<file path="src/fpc_pkg.sv">
package fpc_pkg;

    // Register byte addresses
    localparam logic [7:0] FPC_A_MODE = 8'h00;
    localparam logic [7:0] FPC_A_CTRL = 8'h04;
    localparam logic [7:0] FPC_A_SET1 = 8'h08;
    localparam logic [7:0] FPC_A_CMP1H = 8'h0c;
    localparam logic [7:0] FPC_A_SET2 = 8'h10;
    localparam logic [7:0] FPC_A_CMP2H = 8'h14;
    localparam logic [7:0] FPC_A_CNTL = 8'h18;
    localparam logic [7:0] FPC_A_CNTH = 8'h1c;
    localparam logic [7:0] FPC_A_STAT = 8'h20;

    // Control register bits
    localparam int FPC_C_GATE1 = 0;
    localparam int FPC_C_IEN1 = 1;
    localparam int FPC_C_PRE1 = 3;
    localparam int FPC_C_GATE2 = 8;
    localparam int FPC_C_IEN2 = 9;
    localparam int FPC_C_PRE2 = 11;
    localparam int FPC_C_LOCK = 15;

    // Mode word fields
    localparam logic [1:0] FPC_M_CNT = 2'h3;
    localparam logic [1:0] FPC_M_INT = 2'h1;
    localparam int FPC_M_R1 = 2;
    localparam int FPC_M_F1 = 3;
    localparam int FPC_M_R2 = 6;
    localparam int FPC_M_F2 = 7;
    localparam int FPC_M_SPD = 10;
    localparam int FPC_M_QUAD = 11;
    localparam int FPC_M_CH1 = 12;
    localparam int FPC_M_CH2 = 13;

    // Input pin indices
    localparam int FPC_IN_A = 0;
    localparam int FPC_IN_B = 1;
    localparam int FPC_IN_R1 = 2;

    // Sampling time base
    localparam int FPC_CLK_HZ = 25_000_000;
    localparam int FPC_UNIT_MS = 10;
    localparam int FPC_TICK_CYC = FPC_CLK_HZ / 1000 * FPC_UNIT_MS;
    localparam logic [6:0] FPC_PER_MIN = 7'h01;
    localparam logic [6:0] FPC_PER_MAX = 7'h64;

    typedef enum logic [1:0] {
        FPC_OFF = 2'b00,
        FPC_UP = 2'b01,
        FPC_SPD = 2'b10,
        FPC_QUAD = 2'b11
    } fpc_mode_t;

    typedef struct packed {
        logic [3:0] s1;
        logic [3:0] s2;
        logic [3:0] prev;
        logic [3:0] img;
        logic [3:0] freein;
        logic [15:0] mode_word;
        logic locked;
        fpc_mode_t mode;
        logic [1:0] chen;
        logic [1:0] iren;
        logic [1:0] gate;
        logic [1:0] gprev;
        logic [1:0] ien;
        logic [1:0][15:0] setv;
        logic [1:0][15:0] high;
        logic [1:0][15:0] cmpi;
        logic [1:0][15:0] cnt;
        logic [1:0][15:0] hold;
        logic [1:0][6:0] per;
        logic [31:0] q;
        logic [17:0] tick;
        logic [3:0] irq;
        logic [31:0] rdata;
    } fpc_state_t;

endpackage

</file>
<file path="src/fpc_top.sv">
// Chosen here: the register offsets and the APB interface to the registers.
`timescale 1ns/1ns
module fpc_top #(
    parameter int unsigned SAMPLE_TICK_CYC = fpc_pkg::FPC_TICK_CYC
) (
    input wire logic pclk,               // 25 MHz clock
    input wire logic presetn,            // Async reset, active low
    input wire logic psel,               // APB select
    input wire logic penable,            // APB enable
    input wire logic pwrite,             // APB write
    input wire logic [7:0] paddr,        // APB byte address
    input wire logic [31:0] pwdata,      // APB write data
    output logic [31:0] prdata,          // APB read data
    output logic pready,                 // APB ready
    output logic pslverr,                // APB error, unmapped
    input wire logic [3:0] pin_in,       // Special inputs 0..3
    output logic [3:0] irq_req,          // Program 1..4 request pulses
    output logic [3:0] in_image,         // Ordinary input image
    output logic [3:0] in_free           // Inputs free for ordinary use
);
    import fpc_pkg::*;

    localparam logic [17:0] TICK_LAST = 18'(SAMPLE_TICK_CYC - 1);

    fpc_state_t r;
    fpc_state_t n;

    logic wr;
    logic rd;
    logic [1:0] pre;
    logic [3:0] rise;
    logic [3:0] fall;
    logic tick_en;
    logic [15:0] inc;
    logic [15:0] cmp;
    logic [6:0] lim;
    logic [31:0] qn;
    logic qchg;

    function automatic logic addr_ok(input logic [7:0] a);
        addr_ok = (a == FPC_A_MODE) || (a == FPC_A_CTRL) ||
                  (a == FPC_A_SET1) || (a == FPC_A_CMP1H) ||
                  (a == FPC_A_SET2) || (a == FPC_A_CMP2H) ||
                  (a == FPC_A_CNTL) || (a == FPC_A_CNTH) ||
                  (a == FPC_A_STAT);
    endfunction

    function automatic logic [6:0] clamp_per(input logic [15:0] v);
        if (v < 16'(FPC_PER_MIN))
            clamp_per = FPC_PER_MIN;
        else if (v > 16'(FPC_PER_MAX))
            clamp_per = FPC_PER_MAX;
        else
            clamp_per = v[6:0];
    endfunction

    always_comb begin
        n = r;
        wr = psel & penable & pwrite;
        rd = psel & ~penable & ~pwrite;
        pre = 2'b00;
        inc = 16'h0000;
        cmp = 16'h0000;
        lim = FPC_PER_MIN;
        qn = r.q;
        qchg = 1'b0;

        // Two-stage sync, then edge history, then image a cycle later
        n.s1 = pin_in;
        n.s2 = r.s1;
        n.prev = r.s2;
        n.img = r.prev;
        rise = r.s2 & ~r.prev;
        fall = ~r.s2 & r.prev;
        n.irq = 4'h0;
        n.gprev = r.gate;

        tick_en = (r.tick == TICK_LAST);
        n.tick = tick_en ? 18'h00000 : r.tick + 18'h00001;

        if (wr) begin
            case (paddr)
                FPC_A_MODE: begin
                    if (!r.locked)
                        n.mode_word = pwdata[15:0];
                end
                FPC_A_CTRL: begin
                    n.gate = {pwdata[FPC_C_GATE2], pwdata[FPC_C_GATE1]};
                    n.ien = {pwdata[FPC_C_IEN2], pwdata[FPC_C_IEN1]};
                    pre = {pwdata[FPC_C_PRE2], pwdata[FPC_C_PRE1]};
                    if (pwdata[FPC_C_LOCK] && !r.locked) begin
                        n.locked = 1'b1;
                        if (r.mode_word[1:0] == FPC_M_CNT) begin
                            n.chen = {r.mode_word[FPC_M_CH2],
                                      r.mode_word[FPC_M_CH1]};
                            if (r.mode_word[FPC_M_QUAD])
                                n.mode = FPC_QUAD;
                            else if (r.mode_word[FPC_M_SPD])
                                n.mode = FPC_SPD;
                            else
                                n.mode = FPC_UP;
                        end else if (r.mode_word[1:0] == FPC_M_INT) begin
                            n.iren = {r.mode_word[FPC_M_CH2],
                                      r.mode_word[FPC_M_CH1]};
                        end
                    end
                end
                FPC_A_SET1: n.setv[0] = pwdata[15:0];
                FPC_A_CMP1H: n.high[0] = pwdata[15:0];
                FPC_A_SET2: n.setv[1] = pwdata[15:0];
                FPC_A_CMP2H: n.high[1] = pwdata[15:0];
                default: ;
            endcase
        end

        case (r.mode)
            FPC_UP: begin
                for (int i = 0; i < 2; i++) begin
                    if (r.chen[i]) begin
                        cmp = (r.gate[i] && !r.gprev[i]) ? r.setv[i]
                                                        : r.cmpi[i];
                        if (r.gate[i] && !r.gprev[i])
                            n.cmpi[i] = r.setv[i];
                        inc = r.cnt[i] + 16'h0001;
                        if (!r.gate[i]) begin
                            if (r.gprev[i])
                                n.cnt[i] = 16'h0000;
                            else if (pre[i])
                                n.cnt[i] = r.setv[i];
                        end else if (rise[FPC_IN_A + i]) begin
                            if (inc == cmp) begin
                                n.cnt[i] = 16'h0000;
                                n.irq[i] = r.ien[i];
                            end else begin
                                n.cnt[i] = inc;
                            end
                        end
                        if (r.s2[FPC_IN_R1 + i])
                            n.cnt[i] = 16'h0000;
                    end
                end
            end
            FPC_SPD: begin
                for (int i = 0; i < 2; i++) begin
                    if (r.chen[i]) begin
                        lim = clamp_per(r.setv[i]);
                        if (!r.gate[i]) begin
                            n.cnt[i] = 16'h0000;
                            n.hold[i] = 16'h0000;
                            n.per[i] = 7'h00;
                        end else begin
                            inc = rise[FPC_IN_A + i] ? r.cnt[i] + 16'h0001
                                                     : r.cnt[i];
                            n.cnt[i] = inc;
                            if (tick_en) begin
                                if (r.per[i] + 7'h01 >= lim) begin
                                    n.hold[i] = inc;
                                    n.cnt[i] = 16'h0000;
                                    n.per[i] = 7'h00;
                                end else begin
                                    n.per[i] = r.per[i] + 7'h01;
                                end
                            end
                        end
                    end
                end
            end
            FPC_QUAD: begin
                // Step when exactly one phase moved
                qchg = (rise[FPC_IN_A] | fall[FPC_IN_A]) ^
                       (rise[FPC_IN_B] | fall[FPC_IN_B]);
                if (!r.gate[0]) begin
                    if (r.gprev[0])
                        n.q = 32'h00000000;
                    else if (pre[0])
                        n.q = {r.high[0], r.setv[0]};
                    else if (pre[1])
                        n.q = {r.high[1], r.setv[1]};
                end else if (qchg) begin
                    if (r.s2[FPC_IN_A] ^ r.prev[FPC_IN_B])
                        qn = r.q + 32'h00000001;
                    else
                        qn = r.q - 32'h00000001;
                    n.q = qn;
                    for (int i = 0; i < 2; i++) begin
                        if (qn == {r.high[i], r.setv[i]})
                            n.irq[i] = r.ien[i];
                    end
                end
                if (r.s2[FPC_IN_R1])
                    n.q = 32'h00000000;
            end
            default: ;
        endcase

        // Edge interrupt inputs, raised before the image moves
        if (r.locked && r.mode_word[1:0] == FPC_M_INT) begin
            n.irq[2] = r.iren[0] &
                ((r.mode_word[FPC_M_R1] & rise[FPC_IN_R1]) |
                 (r.mode_word[FPC_M_F1] & fall[FPC_IN_R1]));
            n.irq[3] = r.iren[1] &
                ((r.mode_word[FPC_M_R2] & rise[FPC_IN_R1 + 1]) |
                 (r.mode_word[FPC_M_F2] & fall[FPC_IN_R1 + 1]));
        end

        // Pins left over for ordinary use
        n.freein = 4'hf;
        case (r.mode)
            FPC_UP: begin
                for (int i = 0; i < 2; i++) begin
                    if (r.chen[i]) begin
                        n.freein[FPC_IN_A + i] = 1'b0;
                        n.freein[FPC_IN_R1 + i] = 1'b0;
                    end
                end
            end
            FPC_SPD: begin
                for (int i = 0; i < 2; i++) begin
                    if (r.chen[i])
                        n.freein[FPC_IN_A + i] = 1'b0;
                end
            end
            FPC_QUAD: n.freein = 4'h8;
            default: begin
                for (int i = 0; i < 2; i++) begin
                    if (r.iren[i])
                        n.freein[FPC_IN_R1 + i] = 1'b0;
                end
            end
        endcase

        // Read data latched in the setup phase
        if (rd) begin
            n.rdata = 32'h00000000;
            case (paddr)
                FPC_A_MODE: n.rdata[15:0] = r.mode_word;
                FPC_A_CTRL: begin
                    n.rdata[FPC_C_GATE1] = r.gate[0];
                    n.rdata[FPC_C_IEN1] = r.ien[0];
                    n.rdata[FPC_C_GATE2] = r.gate[1];
                    n.rdata[FPC_C_IEN2] = r.ien[1];
                    n.rdata[FPC_C_LOCK] = r.locked;
                end
                FPC_A_SET1: n.rdata[15:0] = r.setv[0];
                FPC_A_CMP1H: n.rdata[15:0] = r.high[0];
                FPC_A_SET2: n.rdata[15:0] = r.setv[1];
                FPC_A_CMP2H: n.rdata[15:0] = r.high[1];
                FPC_A_CNTL: begin
                    if (r.mode == FPC_QUAD)
                        n.rdata[15:0] = r.q[15:0];
                    else if (r.mode == FPC_SPD)
                        n.rdata[15:0] = r.hold[0];
                    else
                        n.rdata[15:0] = r.cnt[0];
                end
                FPC_A_CNTH: begin
                    if (r.mode == FPC_QUAD)
                        n.rdata[15:0] = r.q[31:16];
                    else if (r.mode == FPC_SPD)
                        n.rdata[15:0] = r.hold[1];
                    else
                        n.rdata[15:0] = r.cnt[1];
                end
                FPC_A_STAT: n.rdata[15:0] = {r.img, r.freein, 5'h00,
                                             r.mode, r.locked};
                default: ;
            endcase
        end
    end

    always_ff @(posedge pclk or negedge presetn) begin
        if (!presetn) begin
            r <= '0;
            r.freein <= 4'hf;
        end else begin
            r <= n;
        end
    end

    assign prdata = r.rdata;
    assign pready = 1'b1;
    assign pslverr = psel & penable & ~addr_ok(paddr);
    assign irq_req = r.irq;
    assign in_image = r.img;
    assign in_free = r.freein;

endmodule

</file>
<file path="config.mk">
export PLATFORM = sky130hd
export DESIGN_NAME = fpc_top
export DESIGN_NICKNAME = d
export VERILOG_FILES = /design/src/fpc_pkg.sv /design/src/fpc_top.sv
export SDC_FILE = /design/constraint.sdc
export NUM_CORES = 1
export LEC_CHECK = 0
export BUFFER_PORTS_ARGS = -buffer_cell sky130_fd_sc_hd__buf_2
export CAP_MARGIN = 20
export CORE_UTILIZATION = 40
export DETAILED_ROUTE_END_ITERATION = 10
export GPL_ROUTABILITY_DRIVEN = 1
export PLACE_DENSITY_LB_ADDON = 0.05
export SLEW_MARGIN = 20
export SYNTH_ARGS = -nofsm -noshare
export SYNTH_HDL_FRONTEND = slang
export SYNTH_SLANG_ARGS = --single-unit
export TNS_END_PERCENT = 30
</file>
<file path="constraint.sdc">
create_clock -name pclk -period 14.9 [get_ports pclk]
set_clock_uncertainty 0.1 [all_clocks]
set_input_delay 2.235 -clock pclk [delete_from_list [all_inputs] [get_ports pclk]]
set_output_delay 2.235 -clock pclk [all_outputs]
set_load 0.01 [all_outputs]
</file>
==> results.yml <==
timing:
  tightest_slew_ns: 1.06
  hold_viol: 0
  slew_headroom: 0.285
  fmax_mhz: 167
  fin_crit_sh: 0.402
  rsz0062_at_grt: "false"
  slew_violations: 0
  setup_viol: 0
  finalCriticalPeriod_ns: 5.98
  finalSetupTns_ns: 0
  setup_slack_ns: 8.92
  worst_hold_slack_ns: 0.248
placement:
  placed_area_sq_mm: 0.0206
  gp_congestion: 0.915
  dp.cells: 2819
  post-place-ws_ns: 8.78
  port_buffers: 61
  dp_hpwl_mm: 54.5
finish:
  nets: 2275
  final-seq-area_sq_mm: 0.00734
  num_antenna_cells: 0
  drive_gt1_frac: 0.143
  finalInstanceArea_sq_mm: 0.0218
  nFillCells: 4862
  fin_util: 0.443
  area_delta_synth_final_pct: 8.64
  fin_cells: 2884
  multi_input_area_sq_mm: 0.0117
critical_path:
  crit_chain: "buf_2, nor3_1, nand2b_1, nor4_2, buf_4, a211oi_1, buf_2"
  crit_type: "input pin to primary output"
  crit_top_cell: "buf_2"
  start_kind: "input pin"
  r2r_slack_ns: 9.09
  slowest_stage: "nor3_1"
  crit_arrival_ns: 3.65
  max_stage_delay_ns: 0.36
  critical_path_buf_inv_count: 3
  cp.required_ns: 12.57
  reg2reg_to: "irq_req[1]"
  path_max_fanout: 12
  reg2regPathDepth: 14
  crit_family: "simple AND/OR/NAND/NOR gates"
  cp-end-kind: "primary output"
  r2r_start: "n[294]"
synthesis:
  synth_ff_type: "dfrtp_1"
  yosys_warnings: 0
  netlist_instances: 2273
  syn_area_sq_mm: 0.0201
  synth_common_cells: "dfrtp_1 (289), nand2_1 (264), clkbuf_1 (160), nor2_1 (133), xnor2_1 (129)"
  synth-edff-count: 0
  synth_cell_types: 82
  yosys.area.top_type_share: 0.360
  ys_seq_area_frac: 0.365
  async_flop_share: 1.00
  yosysMostFrequentCell: "dfrtp_1"
  syn_area_per_cell_sq_um: 8.84
  synth-seq-cells: 293
  synth_top_area_cell: "dfrtp_1"
  synth.area.top_cells: "dfrtp_1 (36%), mux2_2 (6.8%), xnor2_1 (5.6%)"
floorplanning:
  pin_count: 95
  coreArea_sq_mm: 0.0493
  initial_core_util: 0.408
  dieHeight_um: 226
  rows: 81
  dieArea_sq_mm: 0.0512
  die_w_um: 226
grt:
  grtUsageMet1: 0.430
  use_met2: 0.466
  track_usage: 0.300
  first_global_vias: 16600
  antenna_found_initial: 1
  grt_start_max_net_pins: 145
  overflow: 0
  busiest_layer: "met2"
  grt_pass1_wl_mm: 113
  met3_usage: 0.0358
clock_network:
  htreeDepth: 2
  tritoncts: "yes"
  cts-resized-gates: 0
  clk_path_buf_depth: 3
  clk_root_buffer_cell: "clkbuf_16"
  cts_hold_buffers: 0
  cts_setup_buffers: 0
  path_clk_slew_ns: 0.06
  cts.sinks: 293
  numCtsBuffers: 36
  clock_latency_ns: 0.56
routing:
  ant_nets: 0
  drc: 0
  vias: 17600
  dr.first_iter.drc_count: 1664
  finalWirelength_mm: 75.9
  wl_per_cell_um: 26.3
  drtPass1Iterations: 6
  via_per_inst: 6.10
power_and_ir_drop:
  leakage_nw: 9.24
  total_power_mw: 1.99
  ir_drop_uv: 71.8
  powerDensity_mw_per_mm2: 90.9
outcome:
  status: "completed"
hold_path:
  holdPathStages: 0
  hp-start: "n[302]"
  holdPathEnd: "n[298]"
  min_path_type: "register to register"
flow_run:
  maxCapViolCount: 0
## cells by family (layout without fill, tap and decap cells)
family	Yosys count	in the layout	share of synthesized area
multiplexers	209	209	0.112
other	2	17	0.000374
flip-flops	293	293	0.365
XOR/XNOR	218	218	0.0981
AND/OR/NAND/NOR	734	734	0.177
buffers and inverters	269	201	0.0597
AO/OA/AOI/OAI	515	515	0.167
adder cells (fa/ha/maj)	33	33	0.0205
## how the worst max path moves through the flow
stage                     startpoint  endpoint  cells past startpoint
final                       paddr[2]   pslverr                      7
after global routing        paddr[2]   pslverr                      7
after CTS                   paddr[2]   pslverr                      7
after detailed placement    paddr[5]    r[148]                     10
after global placement      paddr[5]    r[148]                     10
after floorplan             paddr[2]   pslverr                      5
## power breakdown
part | internal (mW) | leakage (nW) | switching [mW]
clock network | 0.551 | 0.614 | 0.383
registers | 0.810 | 3.95 | 0.0247
logic | 0.0733 | 4.67 | 0.143
total | 1.43 | 9.24 | 0.551
## registers in the layout, indices dropped and copies added (netlist names)
signal    cells
r           251
prdata       16
n            14
in_free       4
in_image      4
irq_req       4
## final cells by class
cell class              count  share of cell area
flip-flops and latches    293               0.336
inverters                  34             0.00584
well taps                 664              0.0380
multi-input cells        1726               0.534
clock buffers              45              0.0456
clock inverters            20              0.0111
repair buffers            102              0.0291
## layer usage
layer	wire length (um)	part of all wire
met1	34600	0.46
met2	34400	0.45
met3	4680	0.062
met4	2260	0.030
met5	0	0
## placed cells by master (no fill, tap or decap), types with 23 or more instances in the layout
| master | synthesis | layout |
|---|---|---|
| xnor2_1 | 129 | 129 |
| nand4_1 | 37 | 37 |
| nor2_1 | 133 | 133 |
| inv_1 | 32 | 32 |
| ha_1 | 33 | 31 |
| a22oi_1 | 31 | 31 |
| nand2b_1 | 29 | 28 |
| o22ai_1 | 23 | 23 |
| a31oi_1 | 29 | 29 |
| nor4_1 | 28 | 26 |
| buf_2 | 7 | 60 |
| nand2_1 | 264 | 264 |
| mux2i_1 | 88 | 88 |
| clkbuf_16 | 0 | 37 |
| nand3_1 | 68 | 68 |
| dfrtp_1 | 289 | 289 |
| o21ai_0 | 123 | 123 |
| a221oi_1 | 23 | 23 |
| a21oi_1 | 109 | 109 |
| o31ai_1 | 43 | 43 |
| mux2_2 | 121 | 121 |
| nor3_1 | 40 | 40 |
| and3_1 | 30 | 30 |
| xor2_1 | 84 | 84 |
| buf_4 | 46 | 40 |
Note: power is estimated with default switching activity, not from simulation.
